$ cat src/design/xpcs_defines.vh
// constants for the double-speed peripheral clock select block
`ifndef XPCS_DEFINES_VH
`define XPCS_DEFINES_VH

// ************************************************************
// register map
// ************************************************************
`define XPCS_ADDR_W          8
`define XPCS_CKCTL_ADDR      8'h8f
`define XPCS_CKCTL_RST_HI    7'h00
`define XPCS_CKCTL_WMASK     8'h7f
`define XPCS_STATUS_ADDR     8'h90
`define XPCS_UNMAPPED_RD     8'h00

// ************************************************************
// field positions
// ************************************************************
`define XPCS_BIT_DOUBLE      0
`define XPCS_BIT_TIMER_ZERO  1
`define XPCS_BIT_TIMER_ONE   2
`define XPCS_BIT_TIMER_TWO   3
`define XPCS_BIT_UART        4
`define XPCS_BIT_CNT_ARRAY   5
`define XPCS_BIT_WATCHDOG    6
`define XPCS_BIT_RESERVED    7

// ************************************************************
// oscillator periods per cycle, divider counter width and peripheral count
// ************************************************************
`define XPCS_FAST_PERIODS    6
`define XPCS_SLOW_PERIODS    12
`define XPCS_CNT_W           4
`define XPCS_NUM_PERIPH      6

`endif

$ cat src/design/xpcs_tick_select.v
// glitch-free selection between a fast and a slow peripheral tick
`include "xpcs_defines.vh"

module xpcs_tick_select (
    // clock and reset
    input  wire clk_sys,
    input  wire reset,
    // tick sources and select
    input  wire tick_fast,
    input  wire tick_slow,
    input  wire use_slow,
    // selected enable
    output wire tick_out
);
    // select changes only on a slow tick, which is also a fast tick,
    // so no partial period or doubled tick appears on a switch
    reg sel_q;

    always @(posedge clk_sys) begin
        if (reset) begin
            sel_q <= 1'b1;
        end else if (tick_slow) begin
            sel_q <= use_slow;
        end
    end

    assign tick_out = sel_q ? tick_slow : tick_fast;
endmodule

$ cat src/design/xpcs_clock_select.v
// double-speed cpu and peripheral clock select with control register
//
// Contract
// - select bit zero in double-speed mode: peripheral ticks every 6 periods
// - select bit one in double-speed mode: peripheral ticks every 12 periods
// - peripheral select bits ignored while double-speed bit is zero
// - bit 5 selects counter array rate
// - bit 4 selects uart rate, used only in uart modes 0 and 2
// - bits 3, 2, 1 select timer two, one, zero rates
// - double-speed bit zero: cpu and peripherals at 12 periods per cycle
// - double-speed bit one: cpu at 6 periods, peripheral bits effective
// - after power-up double-speed bit loads from configuration byte
// - reset clears bits 7 to 1, bit 0 takes configuration value
// - bit 6 selects watchdog rate; bit 7 reserved, kept zero
// - double-speed change takes effect on rising edge of osc divided by 2
`include "xpcs_defines.vh"

module xpcs_clock_select #(
    parameter CNT_W = `XPCS_CNT_W
) (
    // clock and reset (clk_sys is the oscillator)
    input  wire       clk_sys,
    input  wire       reset,
    // configuration byte double-speed bit, static after power-up
    input  wire       hardware_config_byte,
    // uart mode: high when uart runs in mode 0 or 2
    input  wire       uart_mode_sync,
    // register port
    input  wire [7:0] reg_addr,
    input  wire [7:0] reg_wdata,
    input  wire       reg_wr,
    input  wire       reg_rd,
    output reg  [7:0] reg_rdata,
    // cpu and peripheral clock enables
    output wire       cpu_tick,
    output wire       counter_array_tick,
    output wire       uart_tick,
    output wire       timer_two_tick,
    output wire       timer_one_tick,
    output wire       timer_zero_tick,
    output wire       watchdog_tick,
    // effective mode
    output wire       double_speed_mode
);
    // ************************************************************
    // control register
    // ************************************************************
    reg  [7:0]  clock_speed_control_q;
    reg         cfg_s1_q;
    reg         cfg_s2_q;
    reg         cfg_s3_q;
    reg         cfg_load_q;
    reg         osc_half_q;
    reg         double_eff_q;
    wire        wr_ctl;

    assign wr_ctl = reg_wr && (reg_addr == `XPCS_CKCTL_ADDR);

    // the configuration pin is synchronised; it is static, so the value
    // seen once the second and third stages agree is loaded once.
    // the stages keep sampling through reset: clearing them would let
    // two cleared stages agree and load zero before the pin arrives
    always @(posedge clk_sys) begin
        cfg_s1_q <= hardware_config_byte;
        cfg_s2_q <= cfg_s1_q;
        cfg_s3_q <= cfg_s2_q;
    end

    always @(posedge clk_sys) begin
        if (reset) begin
            clock_speed_control_q <= 8'h00;
            cfg_load_q            <= 1'b1;
        end else if (cfg_load_q) begin
            if (cfg_s2_q == cfg_s3_q) begin
                // configuration value into bit 0, others stay zero
                clock_speed_control_q <= {`XPCS_CKCTL_RST_HI, cfg_s3_q};
                cfg_load_q            <= 1'b0;
            end
        end else if (wr_ctl) begin
            // bit 7 is reserved and cannot be set
            clock_speed_control_q <= reg_wdata & `XPCS_CKCTL_WMASK;
        end
    end

    // ************************************************************
    // double-speed switch, on the oscillator divided by two
    // ************************************************************
    always @(posedge clk_sys) begin
        if (reset) begin
            osc_half_q   <= 1'b0;
            double_eff_q <= 1'b0;
        end else begin
            osc_half_q <= ~osc_half_q;
            // rising edge of the half-rate clock: it goes 0 to 1 now
            if (!osc_half_q) begin
                double_eff_q <=
                    clock_speed_control_q[`XPCS_BIT_DOUBLE];
            end
        end
    end

    assign double_speed_mode = double_eff_q;

    // ************************************************************
    // tick generators: 6 and 12 oscillator periods
    // ************************************************************
    reg  [CNT_W-1:0] div_cnt_q;
    wire             tick6;
    wire             tick12;

    always @(posedge clk_sys) begin
        if (reset) begin
            div_cnt_q <= {CNT_W{1'b0}};
        end else if (div_cnt_q == `XPCS_SLOW_PERIODS - 1) begin
            div_cnt_q <= {CNT_W{1'b0}};
        end else begin
            div_cnt_q <= div_cnt_q + 1'b1;
        end
    end

    // every 12th is also a 6th, so a switch lands on a common boundary
    assign tick12 = (div_cnt_q == {CNT_W{1'b0}});
    assign tick6  = tick12
                 || (div_cnt_q == `XPCS_FAST_PERIODS);

    // cpu: 6 periods in double-speed mode, else 12
    assign cpu_tick = double_eff_q ? tick6 : tick12;

    // ************************************************************
    // per-peripheral selection
    // ************************************************************
    wire [`XPCS_NUM_PERIPH-1:0] slow_sel;
    wire [`XPCS_NUM_PERIPH-1:0] periph_tick;
    wire [`XPCS_NUM_PERIPH-1:0] raw_sel;

    // peripheral order: t0, t1, t2, uart, counter array, watchdog
    assign raw_sel = clock_speed_control_q[`XPCS_BIT_WATCHDOG:
                                           `XPCS_BIT_TIMER_ZERO];

    genvar gi;
    generate
        for (gi = 0; gi < `XPCS_NUM_PERIPH; gi = gi + 1) begin : g_periph
            // standard mode forces slow; double-speed: 0 fast, 1 slow
            assign slow_sel[gi] = ~double_eff_q | raw_sel[gi];

            xpcs_tick_select u_sel (
                .clk_sys   (clk_sys),
                .reset     (reset),
                .tick_fast (tick6),
                .tick_slow (tick12),
                .use_slow  (slow_sel[gi]),
                .tick_out  (periph_tick[gi])
            );
        end
    endgenerate

    assign timer_zero_tick    = periph_tick[0];
    assign timer_one_tick     = periph_tick[1];
    assign timer_two_tick     = periph_tick[2];
    // outside modes 0 and 2 the uart follows the standard rate
    assign uart_tick          = uart_mode_sync ? periph_tick[3] : tick12;
    assign counter_array_tick = periph_tick[4];
    assign watchdog_tick      = periph_tick[5];

    // ************************************************************
    // read port
    // ************************************************************
    always @(posedge clk_sys) begin
        if (reset) begin
            reg_rdata <= `XPCS_UNMAPPED_RD;
        end else if (reg_rd) begin
            case (reg_addr)
                `XPCS_CKCTL_ADDR:  reg_rdata <= clock_speed_control_q;
                `XPCS_STATUS_ADDR: reg_rdata <= {7'h00, double_eff_q};
                default:           reg_rdata <= `XPCS_UNMAPPED_RD;
            endcase
        end else begin
            reg_rdata <= `XPCS_UNMAPPED_RD;
        end
    end
endmodule

$ cat config.mk
export PLATFORM = sky130hd
export DESIGN_NAME = xpcs_clock_select
export DESIGN_NICKNAME = d
export VERILOG_FILES = /design/src/design/xpcs_tick_select.v /design/src/design/xpcs_clock_select.v
export VERILOG_INCLUDE_DIRS = /design/src /design/src/design
export SDC_FILE = /design/constraint.sdc
export NUM_CORES = 1
export LEC_CHECK = 0
export ABC_AREA = 1
export BUFFER_PORTS_ARGS = -buffer_cell sky130_fd_sc_hd__buf_2
export CAP_MARGIN = 20
export CORE_MARGIN = 4
export CORE_UTILIZATION = 57
export CTS_BUF_LIST = sky130_fd_sc_hd__clkbuf_8
export CTS_CLUSTER_DIAMETER = 50
export DETAILED_ROUTE_END_ITERATION = 7
export PLACE_DENSITY = 0.86
export SYNTH_ARGS = -nofsm -noshare
export SYNTH_HDL_FRONTEND = slang
export SYNTH_SLANG_ARGS = --single-unit
$ cat constraint.sdc
create_clock -name clk_sys -period 1.8 [get_ports clk_sys]
set_clock_uncertainty 0.05 [all_clocks]
set_input_delay 0.27 -clock clk_sys [delete_from_list [all_inputs] [get_ports clk_sys]]
set_output_delay 0.27 -clock clk_sys [all_outputs]
set_load 0.01 [all_outputs]
==> impl_metrics.json <==
{
  "insertion_delay_ps": 290,
  "cts_tree": "yes",
  "dieArea_um2": 3220,
  "drt_pass1_iterations": 4,
  "grt_pass1_wl_um": 4550,
  "die_height_um": 56.8,
  "synth_top_area_cell": "dfxtp_1",
  "vias": 1183,
  "htreeDepth": 2,
  "clock-sinks": 30,
  "finalNetCount": 231,
  "setup_viol_count_final": 0,
  "syn-cell-area_um2": 1360,
  "synth_seq_area_share_pct": 44.3,
  "io_pins": 38,
  "netlist_top_cells_count": "dfxtp_1 (30), inv_1 (27), nand2_1 (21)",
  "power_density_nw_per_um2": 1020,
  "grt_max_degree": 15,
  "yosysWarnings": 0,
  "synth.area.top_cells": "dfxtp_1 (44%), inv_1 (7.5%), nand2_1 (5.8%)",
  "n_fill_cell": 171,
  "drcViolationCount": 0,
  "clk_pin_slew_worst_paths_ps": 60,
  "r2r_start": "div_cnt_q[1]$_SDFF_PP0_",
  "place_congestion": 0.820,
  "synth_seq_cells": 30,
  "grt_use_total_pct": 18.8,
  "period_share_pct": 94.5,
  "core-area_um2": 2230,
  "startpoint_type": "flip-flop",
  "slew_viol_final": 0,
  "synth_top_cell_area_share_pct": 44.3,
  "clock_path_buffers": 2,
  "power_leakage_nw": 0.803,
  "numPortBuffers": 35,
  "synthFlopType": "dfxtp_1",
  "cts_root_buf": "clkbuf_8",
  "routed_wl_um": 2720,
  "critPathCapture": "uart_tick",
  "min_period_ps": 1700,
  "hold_path_class": "in -> reg",
  "synth_cells": 170,
  "timing.rr.end": "div_cnt_q[3]$_SDFF_PP0_",
  "hold_viol": 0,
  "fmaxAchievable_ghz": 0.588,
  "regToRegSetupSlack_ps": 380,
  "final.setup.worst_slack_ps": 99.6,
  "syn-num-nets": 195,
  "drv_cap": 0,
  "antenna_cells": 0,
  "whs_ps": 33.7,
  "cts_buffers": 5,
  "synth-edff-count": 0,
  "status": "finished, final reports clean",
  "area_growth_pct": 20.5,
  "worst_ep_arrival_time_ps": 1380,
  "critPathLaunch": "div_cnt_q[0]$_SDFF_PP0_",
  "start_util_pct": 60.7,
  "synth-async-reset-ratio_pct": 0,
  "path_class": "reg -> out",
  "antenna_found_initial": 0,
  "wire_per_inst_um": 11.6,
  "die_x_um": 56.8,
  "dp.final_hpwl_um": 2060,
  "pre_cts_ws_ps": 354,
  "drive_gt1_share_pct": 31.9,
  "drt-initial-drc-count": 44,
  "r2r_cells": 5,
  "cp.required_ps": 1480,
  "synth_most_common_cell": "dfxtp_1",
  "endpoint_kind": "output pin",
  "syn_avg_cell_area_um2": 7.97,
  "synth_cell_types": 25,
  "ir_drop_mv": 1.08,
  "grt_pass1_vias": 1060,
  "ant_nets": 0,
  "grt_overflow_total": 0,
  "core.rowCount": 17,
  "viasPerCell": 5.03,
  "cp_max_fo": 7
}
[stage by stage]
step / instance area (um2) / TNS, ps / util, % / total power [mW] / cells
floorplan: 1360 / 0 / - / 0.944 / 170
global placement: 1510 / 0 / 67.5 / 1.00 / 227
detailed placement: 1510 / 0 / 67.5 / 1.01 / 227
CTS: 1620 / 0 / 72.4 / 1.67 / 235
global route: 1630 / -0.0635 / 73.1 / 1.76 / 235
finish: 1630 / 0 / 73.1 / 1.67 / 235
[kinds of logic after synthesis]
group | synth area share (%)
AND/OR/NAND/NOR | 24.6
buffers and inverters | 12.6
AO/OA/AOI/OAI | 14.9
flip-flops | 44.3
adder cells (fa/ha/maj) | 2.77
XOR/XNOR | 0.646
other | 0.277
[final cells by class]
| class | instances | area [um2] | share of cell area (%) |
|---|---|---|---|
| Sequential cell | 30 | 602 | 36.9 |
| Inverter | 28 | 105 | 6.44 |
| Timing Repair Buffer | 36 | 183 | 11.2 |
| Clock inverter | 3 | 40.0 | 2.45 |
| Clock buffer | 5 | 68.8 | 4.21 |
| Tap cell | 28 | 35.0 | 2.15 |
| Multi-Input combinational cell | 105 | 599 | 36.7 |
[cell usage in the layout (no fill, tap or decap), drive strengths merged, types with 2 or more instances in the layout]
cell type  Yosys  final
dfxtp         30     30
inv           28     28
ha             3      3
nand4          2      2
a21oi         17     17
clkinv         0      2
nand2         24     24
nor2          19     19
o21ai         15     15
nand3         12     12
clkbuf         1      5
nor3           8      8
buf            6     36
[state kept, by name (all words and copies together) (netlist names)]
name,cells
cfg_load_q,1
cfg_s1_q,1
cfg_s2_q,1
cfg_s3_q,1
clock_speed_control_q,7
div_cnt_q,4
double_speed_mode,1
g_periph.u_sel.sel_q,6
osc_half_q,1
reg_rdata,7
[report_power, final]
group / switching, mW / internal [mW]
clock network: 0.255 / 0.407
registers: 0.0336 / 0.713
logic: 0.153 / 0.108
[worst max-delay path: stages, from the launching register on]
cell and delay, ps:
dfxtp_2 330, inv_1 70, ha_1 160, nand3_2 130, o31ai_2 230, buf_2 160
[how the worst min path moves through the flow]
| stage | from | to | slack, ps | cells past startpoint |
|---|---|---|---|---|
| finish | hardware_config_byte | cfg_s1_q$_DFF_P_ | 30 | 1 |
| global route | hardware_config_byte | cfg_s1_q$_DFF_P_ | 30 | 1 |
| CTS | hardware_config_byte | cfg_s1_q$_DFF_P_ | 20 | 1 |
| detailed placement | cfg_s1_q$_DFF_P_ | cfg_s2_q$_DFF_P_ | 270 | 0 |
| global placement | cfg_s1_q$_DFF_P_ | cfg_s2_q$_DFF_P_ | 270 | 0 |
| floorplan | hardware_config_byte | cfg_s1_q$_DFF_P_ | 250 | 0 |
[timing repair]
action | CTS | global route
gates resized for setup | 0 | 4
setup buffers | 0 | 0
setup endpoints to repair | 0 | 7
hold buffers | 0 | 0
[layer usage]
metal	GRT usage [%]	part of all wire, %	wire length (um)	up-vias
li1	-	-	-	610
met1	20.2	41	1120	525
met2	30.9	47	1290	40
met3	8.97	9.4	254	8
met4	8.61	2.1	56	0
met5	0	0	0	-
Power figures use the tool's default switching activity.
